## config.mk

```make
export PLATFORM = sky130hd
export DESIGN_NAME = mfos_top
export DESIGN_NICKNAME = d
export VERILOG_FILES = /design/src/inc/mfos_pkg.sv /design/src/rtl/mfos_hyst.sv /design/src/rtl/mfos_top.sv
export SDC_FILE = /design/constraint.sdc
export NUM_CORES = 1
export LEC_CHECK = 0
export BUFFER_PORTS_ARGS = -buffer_cell sky130_fd_sc_hd__buf_4
export CORE_MARGIN = 4
export CORE_UTILIZATION = 34
export CTS_CLUSTER_SIZE = 10
export DETAILED_ROUTE_END_ITERATION = 10
export GPL_TIMING_DRIVEN = 1
export PLACE_DENSITY_LB_ADDON = 0.25
export SKIP_CTS_REPAIR_TIMING = 1
export SLEW_MARGIN = 5
export SYNTH_ARGS = -nofsm -noshare
export SYNTH_HDL_FRONTEND = slang
export SYNTH_HIERARCHICAL = 1
export SYNTH_SLANG_ARGS = --single-unit
```

## constraint.sdc

```tcl
create_clock -name mclk -period 19.4 [get_ports mclk]
set_clock_uncertainty 0.05 [all_clocks]
set_input_delay 0.97 -clock mclk [delete_from_list [all_inputs] [get_ports mclk]]
set_output_delay 0.97 -clock mclk [all_outputs]
set_load 0.1 [all_outputs]
```

## src/inc/mfos_pkg.sv

```systemverilog
// constants for the multi-function output selector
package mfos_pkg;

    // function codes of output_function_select
    localparam logic [7:0] FC_RUNNING = 8'h00;
    localparam logic [7:0] FC_FAULT = 8'h01;
    localparam logic [7:0] FC_FREQ_AGREE = 8'h02;
    localparam logic [7:0] FC_SET_AGREE = 8'h03;
    localparam logic [7:0] FC_FDET1 = 8'h04;
    localparam logic [7:0] FC_FDET2 = 8'h05;
    localparam logic [7:0] FC_RESTART = 8'h06;
    localparam logic [7:0] FC_OUT_BLOCK = 8'h09;
    localparam logic [7:0] FC_OVER_TORQUE = 8'h0c;
    localparam logic [7:0] FC_CUR_AGREE = 8'h0d;
    localparam logic [7:0] FC_ZERO_SPEED = 8'h14;
    localparam logic [7:0] FC_READY = 8'h15;
    localparam logic [7:0] FC_UNDERVOLT = 8'h16;
    localparam logic [7:0] FC_LOCAL_OP = 8'h17;
    localparam logic [7:0] FC_LOCAL_REF = 8'h18;
    localparam logic [7:0] FC_LOW_TORQUE = 8'h19;
    localparam logic [7:0] FC_REF_LOSS = 8'h1a;
    localparam logic [7:0] FC_TIMER = 8'h1b;
    localparam logic [7:0] FC_FDET3 = 8'h32;
    localparam logic [7:0] FC_FDET4 = 8'h33;
    localparam logic [7:0] FC_FDET5 = 8'h34;
    localparam logic [7:0] FC_FDET6 = 8'h35;
    localparam logic [7:0] FC_LOW_CUR = 8'h39;

    // fault codes that must not close the fault contact (values arbitrary)
    localparam logic [7:0] COMM_ERROR_CODE_A = 8'h41;
    localparam logic [7:0] COMM_ERROR_CODE_B = 8'h42;

    // command source value that selects the local operator
    localparam logic [1:0] SRC_LOCAL = 2'h0;

    // reference loss actions
    localparam logic LOSS_DECEL = 1'b0;
    localparam logic LOSS_CONTINUE = 1'b1;
    localparam int RATIO_FULL = 100;

    // timing: timer and duration settings count in 0.1 s steps
    localparam int CLK_PERIOD_NS = 10;
    localparam int TIME_UNIT_NS = 100000000;
    localparam int TICK_CYCLES_DOC = TIME_UNIT_NS / CLK_PERIOD_NS;

    // frequency detector indices
    localparam int DET_1 = 0;
    localparam int DET_2 = 1;
    localparam int DET_3 = 2;
    localparam int N_DET = 3;

    // timer function states
    typedef enum logic [1:0] {
        MFOS_TMR_IDLE,
        MFOS_TMR_ON_WAIT,
        MFOS_TMR_ON,
        MFOS_TMR_OFF_WAIT
    } mfos_tmr_t;

endpackage

```

## src/rtl/mfos_hyst.sv

```systemverilog
// frequency level detector with hysteresis
`timescale 1ns/1ps
module mfos_hyst
    import mfos_pkg::*;
#(
    parameter int FW = 16
)
(
    input wire logic mclk,
    input wire logic rst_b,
    input wire logic [FW-1:0] freq,
    input wire logic [FW-1:0] level,
    input wire logic [FW-1:0] width,
    output logic above
);

    logic [FW:0] upper;
    logic next_above;

    assign upper = {1'b0, level} + {1'b0, width};

    // set above level plus width, release only below level
    always_comb
    begin
        next_above = above;
        if ({1'b0, freq} > upper)
        begin
            next_above = 1'b1;
        end
        else if (freq < level)
        begin
            next_above = 1'b0;
        end
    end

    always_ff @(posedge mclk or negedge rst_b)
    begin
        if (!rst_b)
        begin
            above <= 1'b0;
        end
        else
        begin
            above <= next_above;
        end
    end

endmodule

```

## src/rtl/mfos_top.sv

```systemverilog
// multi-function digital output selector of a motor drive
`timescale 1ns/1ps
module mfos_top
    import mfos_pkg::*;
#(
    parameter int N_OUT = 3,
    parameter int FW = 16,
    parameter int CW = 16,
    parameter int VW = 16,
    parameter int TW = 8,
    parameter int TICK_CYCLES = TICK_CYCLES_DOC
)
(
    input wire logic mclk,
    input wire logic rst_b,
    input wire logic [N_OUT*8-1:0] output_function_select,
    input wire logic run_cmd,
    input wire logic [FW-1:0] out_freq,
    input wire logic [FW-1:0] freq_ref,
    input wire logic fault_active,
    input wire logic [7:0] fault_code,
    input wire logic drive_ready,
    input wire logic restart_active,
    input wire logic output_block,
    input wire logic over_torque,
    input wire logic low_torque,
    input wire logic [CW-1:0] out_current,
    input wire logic [VW-1:0] dc_bus_volt,
    input wire logic ref_lost,
    input wire logic [FW-1:0] det_level_1,
    input wire logic [FW-1:0] det_width_1,
    input wire logic [FW-1:0] det_level_2,
    input wire logic [FW-1:0] det_width_2,
    input wire logic [FW-1:0] det_level_3,
    input wire logic [FW-1:0] det_width_3,
    input wire logic [FW-1:0] min_freq,
    input wire logic [CW-1:0] cur_agree_level,
    input wire logic [TW-1:0] cur_agree_time,
    input wire logic [CW-1:0] low_cur_level,
    input wire logic [VW-1:0] low_volt_level,
    input wire logic [1:0] op_cmd_src,
    input wire logic [1:0] freq_cmd_src,
    input wire logic local_remote_pin,
    input wire logic timer_pin,
    input wire logic [TW-1:0] timer_on_delay,
    input wire logic [TW-1:0] timer_off_delay,
    input wire logic loss_action,
    input wire logic [7:0] loss_ratio,
    output logic [N_OUT-1:0] out_term,
    output logic ref_loss_decel,
    output logic [FW-1:0] ref_loss_freq
);

    // pin synchronisers
    logic [1:0] pin_meta;
    logic [1:0] pin_sync;
    logic [1:0] next_pin_meta;
    logic [1:0] next_pin_sync;
    logic local_sel;
    logic timer_in;

    always_comb
    begin
        next_pin_meta = {timer_pin, local_remote_pin};
        next_pin_sync = pin_meta;
    end

    always_ff @(posedge mclk or negedge rst_b)
    begin
        if (!rst_b)
        begin
            pin_meta <= 2'h0;
            pin_sync <= 2'h0;
        end
        else
        begin
            pin_meta <= next_pin_meta;
            pin_sync <= next_pin_sync;
        end
    end

    assign local_sel = pin_sync[0];
    assign timer_in = pin_sync[1];

    // 0.1 s tick
    logic [31:0] tick_cnt;
    logic [31:0] next_tick_cnt;
    logic tick;
    logic next_tick;

    always_comb
    begin
        next_tick = 1'b0;
        next_tick_cnt = tick_cnt + 32'h1;
        if (tick_cnt >= 32'(TICK_CYCLES - 1))
        begin
            next_tick_cnt = 32'h0;
            next_tick = 1'b1;
        end
    end

    always_ff @(posedge mclk or negedge rst_b)
    begin
        if (!rst_b)
        begin
            tick_cnt <= 32'h0;
            tick <= 1'b0;
        end
        else
        begin
            tick_cnt <= next_tick_cnt;
            tick <= next_tick;
        end
    end

    // current agree: current above threshold longer than duration
    logic [TW:0] cur_cnt;
    logic [TW:0] next_cur_cnt;
    logic cur_agree;
    logic next_cur_agree;

    always_comb
    begin
        next_cur_cnt = cur_cnt;
        next_cur_agree = cur_agree;
        if (out_current <= cur_agree_level)
        begin
            next_cur_cnt = '0;
            next_cur_agree = 1'b0;
        end
        else
        begin
            if (tick && (cur_cnt <= {1'b0, cur_agree_time}))
            begin
                next_cur_cnt = cur_cnt + 1'b1;
            end
            next_cur_agree = (cur_cnt > {1'b0, cur_agree_time});
        end
    end

    always_ff @(posedge mclk or negedge rst_b)
    begin
        if (!rst_b)
        begin
            cur_cnt <= '0;
            cur_agree <= 1'b0;
        end
        else
        begin
            cur_cnt <= next_cur_cnt;
            cur_agree <= next_cur_agree;
        end
    end

    // timer function: on-delay then off-delay, in ticks
    mfos_tmr_t tmr_state;
    mfos_tmr_t next_tmr_state;
    logic [TW-1:0] tmr_cnt;
    logic [TW-1:0] next_tmr_cnt;
    logic timer_out;

    always_comb
    begin
        next_tmr_state = tmr_state;
        next_tmr_cnt = tmr_cnt;
        case (tmr_state)
            MFOS_TMR_IDLE:
            begin
                next_tmr_cnt = '0;
                if (timer_in)
                begin
                    next_tmr_state = MFOS_TMR_ON_WAIT;
                end
            end
            MFOS_TMR_ON_WAIT:
            begin
                if (!timer_in)
                begin
                    next_tmr_state = MFOS_TMR_IDLE;
                end
                else if (tmr_cnt >= timer_on_delay)
                begin
                    next_tmr_state = MFOS_TMR_ON;
                    next_tmr_cnt = '0;
                end
                else if (tick)
                begin
                    next_tmr_cnt = tmr_cnt + 1'b1;
                end
            end
            MFOS_TMR_ON:
            begin
                next_tmr_cnt = '0;
                if (!timer_in)
                begin
                    next_tmr_state = MFOS_TMR_OFF_WAIT;
                end
            end
            MFOS_TMR_OFF_WAIT:
            begin
                if (timer_in)
                begin
                    next_tmr_state = MFOS_TMR_ON;
                end
                else if (tmr_cnt >= timer_off_delay)
                begin
                    next_tmr_state = MFOS_TMR_IDLE;
                end
                else if (tick)
                begin
                    next_tmr_cnt = tmr_cnt + 1'b1;
                end
            end
            default:
            begin
                next_tmr_state = MFOS_TMR_IDLE;
                next_tmr_cnt = '0;
            end
        endcase
    end

    always_ff @(posedge mclk or negedge rst_b)
    begin
        if (!rst_b)
        begin
            tmr_state <= MFOS_TMR_IDLE;
            tmr_cnt <= '0;
        end
        else
        begin
            tmr_state <= next_tmr_state;
            tmr_cnt <= next_tmr_cnt;
        end
    end

    assign timer_out = (tmr_state == MFOS_TMR_ON) ||
        (tmr_state == MFOS_TMR_OFF_WAIT);

    // hysteresis detectors for the three level sets
    logic [FW-1:0] det_level [N_DET];
    logic [FW-1:0] det_width [N_DET];
    logic [N_DET-1:0] det_above;

    assign det_level[DET_1] = det_level_1;
    assign det_width[DET_1] = det_width_1;
    assign det_level[DET_2] = det_level_2;
    assign det_width[DET_2] = det_width_2;
    assign det_level[DET_3] = det_level_3;
    assign det_width[DET_3] = det_width_3;

    genvar d;
    generate
        for (d = 0; d < N_DET; d++)
        begin : g_det
            mfos_hyst #(
                .FW(FW)
            ) u_hyst (
                .mclk(mclk),
                .rst_b(rst_b),
                .freq(out_freq),
                .level(det_level[d]),
                .width(det_width[d]),
                .above(det_above[d])
            );
        end
    endgenerate

    // window comparisons
    logic [FW:0] ref_hi;
    logic [FW:0] ref_lo;
    logic [FW:0] lvl_hi;
    logic [FW:0] lvl_lo;
    logic freq_agree;
    logic set_agree;

    assign ref_hi = {1'b0, freq_ref} + {1'b0, det_width_1};
    assign ref_lo = {1'b0, freq_ref} - {1'b0, det_width_1};
    assign lvl_hi = {1'b0, det_level_1} + {1'b0, det_width_1};
    assign lvl_lo = {1'b0, det_level_1} - {1'b0, det_width_1};
    // a negative lower bound wraps into the top bit and counts as zero
    assign freq_agree = (ref_lo[FW] || ({1'b0, out_freq} >= ref_lo)) &&
        ({1'b0, out_freq} <= ref_hi);
    assign set_agree = (lvl_lo[FW] || ({1'b0, out_freq} >= lvl_lo)) &&
        ({1'b0, out_freq} <= lvl_hi);

    // reference loss action and last valid reference
    logic [FW-1:0] last_ref;
    logic [FW-1:0] next_last_ref;
    logic next_ref_loss_decel;
    logic [FW-1:0] next_ref_loss_freq;
    logic [FW+7:0] scaled_ref;

    assign scaled_ref = (FW+8)'(({8'h0, last_ref} * {{FW{1'b0}}, loss_ratio})
        / (FW+8)'(RATIO_FULL));

    always_comb
    begin
        next_last_ref = ref_lost ? last_ref : freq_ref;
        next_ref_loss_decel = ref_lost && (loss_action == LOSS_DECEL);
        next_ref_loss_freq = freq_ref;
        if (ref_lost)
        begin
            if (loss_action == LOSS_CONTINUE)
            begin
                next_ref_loss_freq = scaled_ref[FW-1:0];
            end
            else
            begin
                next_ref_loss_freq = '0;
            end
        end
    end

    always_ff @(posedge mclk or negedge rst_b)
    begin
        if (!rst_b)
        begin
            last_ref <= '0;
            ref_loss_decel <= 1'b0;
            ref_loss_freq <= '0;
        end
        else
        begin
            last_ref <= next_last_ref;
            ref_loss_decel <= next_ref_loss_decel;
            ref_loss_freq <= next_ref_loss_freq;
        end
    end

    // per-terminal function selection
    wire logic [N_OUT-1:0] next_out_term;
    logic comm_fault;

    assign comm_fault = (fault_code == COMM_ERROR_CODE_A) ||
        (fault_code == COMM_ERROR_CODE_B);

    genvar g;
    generate
        for (g = 0; g < N_OUT; g++)
        begin : g_out
            logic [7:0] code;
            logic sel;

            assign code = output_function_select[g*8 +: 8];

            always_comb
            begin
                case (code)
                    FC_RUNNING: sel = run_cmd || (out_freq != '0);
                    FC_FAULT: sel = fault_active && !comm_fault;
                    FC_FREQ_AGREE: sel = freq_agree;
                    FC_SET_AGREE: sel = set_agree;
                    FC_FDET1: sel = det_above[DET_1];
                    FC_FDET2: sel = !det_above[DET_1];
                    FC_RESTART: sel = restart_active;
                    FC_OUT_BLOCK: sel = output_block;
                    FC_OVER_TORQUE: sel = over_torque;
                    FC_LOW_TORQUE: sel = low_torque;
                    FC_CUR_AGREE: sel = cur_agree;
                    FC_ZERO_SPEED: sel = out_freq <= min_freq;
                    FC_READY: sel = drive_ready && !fault_active;
                    FC_UNDERVOLT: sel = dc_bus_volt < low_volt_level;
                    FC_LOCAL_OP:
                        sel = (op_cmd_src == SRC_LOCAL) || local_sel;
                    FC_LOCAL_REF:
                        sel = (freq_cmd_src == SRC_LOCAL) || local_sel;
                    FC_REF_LOSS: sel = ref_lost;
                    FC_TIMER: sel = timer_out;
                    FC_FDET3: sel = det_above[DET_2];
                    FC_FDET4: sel = !det_above[DET_2];
                    FC_FDET5: sel = det_above[DET_3];
                    FC_FDET6: sel = !det_above[DET_3];
                    FC_LOW_CUR: sel = out_current <= low_cur_level;
                    default: sel = 1'b0;
                endcase
            end

            assign next_out_term[g] = sel;
        end
    endgenerate

    always_ff @(posedge mclk or negedge rst_b)
    begin
        if (!rst_b)
        begin
            out_term <= '0;
        end
        else
        begin
            out_term <= next_out_term;
        end
    end

endmodule

```

### Word level (Yosys, flattened, before mapping)

Cells that the tools add are included.

* bits in registers: 96
* bits of input ports: 305
* output and inout bits: 20
* logic and storage cells: 185

* $add $sub $neg: 9
* multipliers: 1
* div/mod/pow operators: 1
* $lt $le $gt $ge: 19
* equality and inequality tests: 78
* mux-type cells: 29
* bitwise logic cells: 1
* reductions and logical operators: 32

Operator list (count)
* 8-bit by 5-bit equality test with 1-bit output (second input constant): 24
* 8-bit by 6-bit equality test with 1-bit output (second input constant): 15
* 8-bit by 3-bit equality test with 1-bit output (second input constant): 9
* 8-bit by 4-bit equality test with 1-bit output (second input constant): 9
* 1-bit one-hot mux with 23 select lines: 3
* 16-bit by 16-bit adder with 17-bit output: 4
* 16-bit less-than comparator: 4
* 16-bit by 17-bit > comparator with 1-bit output: 3
* 8-bit by 2-bit equality test with 1-bit output (second input constant): 6
* 16-bit <= comparator: 3
* 8-bit two-way mux: 5
* 16-bit by 17-bit >= comparator with 1-bit output: 2
* 16-bit by 17-bit <= comparator with 1-bit output: 2
* 16-bit by 16-bit subtractor with 17-bit output: 2
* 32-bit by 1-bit adder with 32-bit output (second input constant): 1
* 32-bit by 24-bit >= comparator with 1-bit output (second input constant): 1
* 16-bit two-way mux: 2
* 32-bit two-way mux: 1
* 24-bit by 7-bit divider with 24-bit output (second input constant): 1
* 8-bit by 1-bit equality test with 1-bit output (second input constant): 3
* 8-bit zero test: 3
* 16-bit by 8-bit multiplier with 24-bit output: 1
* 8-bit one-hot mux with 3 select lines: 1
* 9-bit two-way mux: 2
* 23 further kinds: 63

### Logic depth before layout (Yosys ltp)

* depth in word-level cells: 5
* gate-level depth with buffers: 60
* gate-level depth less buffers: 50

### By module

Netlist, hierarchy kept.

By module, submodules not included
* mfos_top: instances 1, cells an instance 2418, area an instance 19057.0 um^2, sequential area each 2327.2 um^2
* mfos_hyst: instances 3, cells an instance 187, area an instance 1458.9 um^2, sequential area each 25.0 um^2

### Worst setup path before layout

No wires, ideal clock.

* path type: input to register
* start point: in loss_ratio[7]
* end point: reg ref_loss_freq[0]
* setup time: 94 ps
* data arrival time: 14081 ps
* data required time: 19256 ps
* slack: 5175 ps
* stages on the path: 54
* buffers on the path: 5
* path through: clkbuf_1 nand2_1 fa_1 fa_1 inv_1 fa_1 inv_1 fa_1 inv_1 ha_1 a21o_1 a221oi_4 o22ai_1 or3_1 clkbuf_1 and2_1 nor4_1 nor3_2 (+18 left out) o21a_1 buf_6 mux2_4 or4_4 nand2_4 a211oi_1 a2111o_1 o311ai_1 a311oi_1 nor3_1 a21oi_2 a31o_4 maj3_4 xnor2_4 or3_1 and3_1 o221a_1 a211oi_1

* longest elaborated chain between the ends: 4

Ends and longest elaborated chain
* from (decl): RTL line mfos_top.sv:48 `input wire logic [7:0] loss_ratio,`
* 16-bit by 8-bit multiplier with 24-bit output: RTL line mfos_top.sv:293 `assign scaled_ref = (FW+8)'(({8'h0, last_ref} * {{FW{1'b0}}, loss_ratio})`
* 24-bit by 7-bit divider with 24-bit output: RTL line mfos_top.sv:294 `/ (FW+8)'(RATIO_FULL));`
* 16-bit two-way mux: RTL line mfos_top.sv:303 `if (loss_action == LOSS_CONTINUE)`
* 16-bit two-way mux: RTL line mfos_top.sv:301 `if (ref_lost)`
* named net next_ref_loss_freq[0]: RTL line mfos_top.sv:290 `logic [FW-1:0] next_ref_loss_freq;`
* to (signal assigned): RTL line mfos_top.sv:326 `ref_loss_freq <= next_ref_loss_freq;`
* to (decl): RTL line mfos_top.sv:51 `output logic [FW-1:0] ref_loss_freq`

The timed path passes the listed nets, and every way through them passes these cells.
A chain may end at the register's enable or synchronous reset.

### Final worst setup path

Same ends and word-level chain as after synthesis.

==> results.md <==
* Outcome: finished clean
* Sequential share of the synthesized area at 0.103
* DR iter-0 viols at 1589
* Worst-margin pin slew at 1120 ps
* RR Startpoint: last_ref[4]
* Synth Flop Type: dfrtp_1
* Wl on met1 at 34.5 mm
* Syn Inst Count at a little under 3000
* Vias at 22400
* Clk sink count at 96
* Crit. End Element: flip-flop
* Die span in y at 271 µm
* Commonest non-fill, non-tap cells in the layout: 403 x ha_1, 335 x buf_4, 299 x inv_1, 224 x nand2_1, 208 x a21oi_1
* Async S/R FF share, synth at 1.00
* Worst path max stage delay at 850 ps
* Via/cell ratio at roughly 5.4
* CTS buffer count at 9
* Final period utilization at 0.847
* Number of synthesized register bits at 96
* R2R cell count at 48
* First-pass GRT wire length at 118 mm
* Core area at 0.0678 mm²
* EDFF count, synth at 0
* Max FO, Critical Path at 16
* Min-delay src: next_pin_sync[0]
* Req. time, crit path at 19630 ps
* Setup TNS at 0 ps
* Met2 WL at about 33 mm
* Fraction of layout cells with a size suffix above 1 at 0.143
* Die boundary width at 271 µm
* Worst path top cell family by delay: compound AO/OA/AOI/OAI gates
* Wire per inst at ~18 µm
* Ports at 325
* Core Rows at between 90 and 100
* Final nets at between 4000 and 5000
* Relative slew slack at 0.245
* Uppermost routed layer: met5
* Mapped Avg Cell Area at 7.87 µm²
* Drt total wl at 75.0 mm
* Max-cap violations at 0
* Yosys warns at 6
* Commonest non-fill, non-tap cell in the layout: ha_1
* Largest net degree at the start of global routing at 70
* DRC viols at 0
* Initial Util at 0.346
* Vias in the first global route at 21900
* RSZ-0062 raised after global routing: no
* HP Class: reg2reg
* Skew-Pair Late Insertion Delay at between 300 and 400 ps
* Hold depth at 0
* Peak Freq at 60.9 MHz
* Initial antenna violation count at 10
* Port buffer count at 324
* Slew Limit Fails at 0
* ANT nets after route at 0
* CTS root buf: clkbuf_16
* Crit path launch type: primary input
* Crit path depth at 49
* Worst Path Buf+Inv at 3
* Clk buf depth at 2
* Min Tclk post-route at around 16000 ps
* Cell mode on critical path: fa_1
* Grt ovf at 0
* Die area at roughly 0.073 mm²
* Final setup viols at 0
* Met3 wire len at 5.38 mm
* Post-DP HPWL at 63.0 mm
* Crit path launch: loss_ratio[7]
* TritonCTS clock tree: yes
* GP Congestion at 0.924
* CP Data Arrival Time at roughly 17000 ps
* Htree depth at 3
* Clk slew on worst S/H paths at around 80 ps
* Synthesized area at 0.0234 mm²
* Crit path kind: in2reg
* Layout area overhead at 15.4%
* Distinct cells, synth at 126
* Total track usage at 0.198
* Crit-path slowest cell: a2111oi_1
* Final Hold Fails at 0
* Detailed Routing Iterations Pass 1 at 6
==> synth_stat cells (all sizes together) (43+ instances only) <==
master / number / area share
a31oi: 43 / 0.012
and2: 99 / 0.026
xnor2: 119 / 0.046
fa: 91 / 0.078
nor3: 59 / 0.014
clkbuf: 59 / 0.0095
xor2: 60 / 0.023
dfrtp: 96 / 0.10
a21oi: 213 / 0.046
nand2b: 66 / 0.018
nand2: 228 / 0.037
nand3: 86 / 0.019
ha: 403 / 0.22
nor2: 207 / 0.033
o211ai: 45 / 0.016
o21ai: 176 / 0.038
a21o: 54 / 0.018
inv: 299 / 0.048
nor2b: 55 / 0.015
nand4: 60 / 0.016
==> layout make-up <==
type | instances | area [µm²]
Clock inverter | 5 | 87.6
Multi-Input combinational cell | 2509 | 19600
Inverter | 300 | 1130
Tap cell | 873 | 1090
Fill cell | 7041 | 40700
Clock buffer | 11 | 233
Antenna cell | 5 | 12.5
Timing Repair Buffer | 335 | 2510
Sequential cell | 96 | 2400
==> kinds of logic after synthesis <==
| logic type | synth area share |
|---|---|
| multiplexers | 0.0115 |
| flip-flops | 0.103 |
| buffers and inverters | 0.0633 |
| XOR/XNOR | 0.0687 |
| AO/OA/AOI/OAI | 0.240 |
| other | 0.000160 |
| adder cells (fa/ha/maj) | 0.295 |
| AND/OR/NAND/NOR | 0.219 |
==> state kept, by name, summed over array words and instances, names as in the netlist, named ones only <==
register / cells
next_pin_sync: 2
tick: 1
pin_sync: 2
tmr_cnt: 8
g_det.u_hyst/above: 3
cur_cnt: 9
tick_cnt: 32
last_ref: 16
tmr_state: 1
out_term: 3
ref_loss_freq: 16
cur_agree: 1
ref_loss_decel: 1
==> worst paths after layout <==
kind | to | slack, ps
min reg2reg | pin_sync[0] | 300
max | ref_loss_freq[0] | 2970
min | pin_sync[0] | 300
max reg2reg | ref_loss_freq[0] | 3190
min in group asynchronous | tmr_cnt[0] | 480
max in group asynchronous | ref_loss_freq[7] | 17530
==> per-stage QoR <==
stage | area [µm²] | hold slack (ps) | worst slack, ps | std cells | util
floorplan | 23500 | 281 | 5180 | 2986 | -
global placement | 26700 | 282 | 3120 | 4113 | 0.394
detailed placement | 26700 | 287 | 2850 | 4113 | 0.394
CTS | 27000 | 306 | 3200 | 4129 | 0.399
global route | 27000 | 309 | 1840 | 4130 | 0.399
finish | 27000 | 302 | 2970 | 4134 | 0.399
==> worst register-to-register path, delay by kind of cell (launching register included) <==
family	cells	cell delay (ps)
AO/OA/AOI/OAI	22	7710
XOR/XNOR	2	420
adder cells (fa/ha/maj)	6	2940
buffers and inverters	2	120
flip-flops	1	520
multiplexers	2	760
AND/OR/NAND/NOR	14	3620
==> per-layer routing <==
| metal | vias to the layer above | GRT usage |
|---|---|---|
| met2 | 684 | 0.316 |
| met4 | 8 | 0.0578 |
| met3 | 98 | 0.0431 |
| met1 | 10400 | 0.269 |
| li1 | 11300 | - |
| met5 | - | 0 |
Power is left out: the tool's default activity adds up to more than one toggle a clock period on the data nets, which glitch-free logic cannot reach.
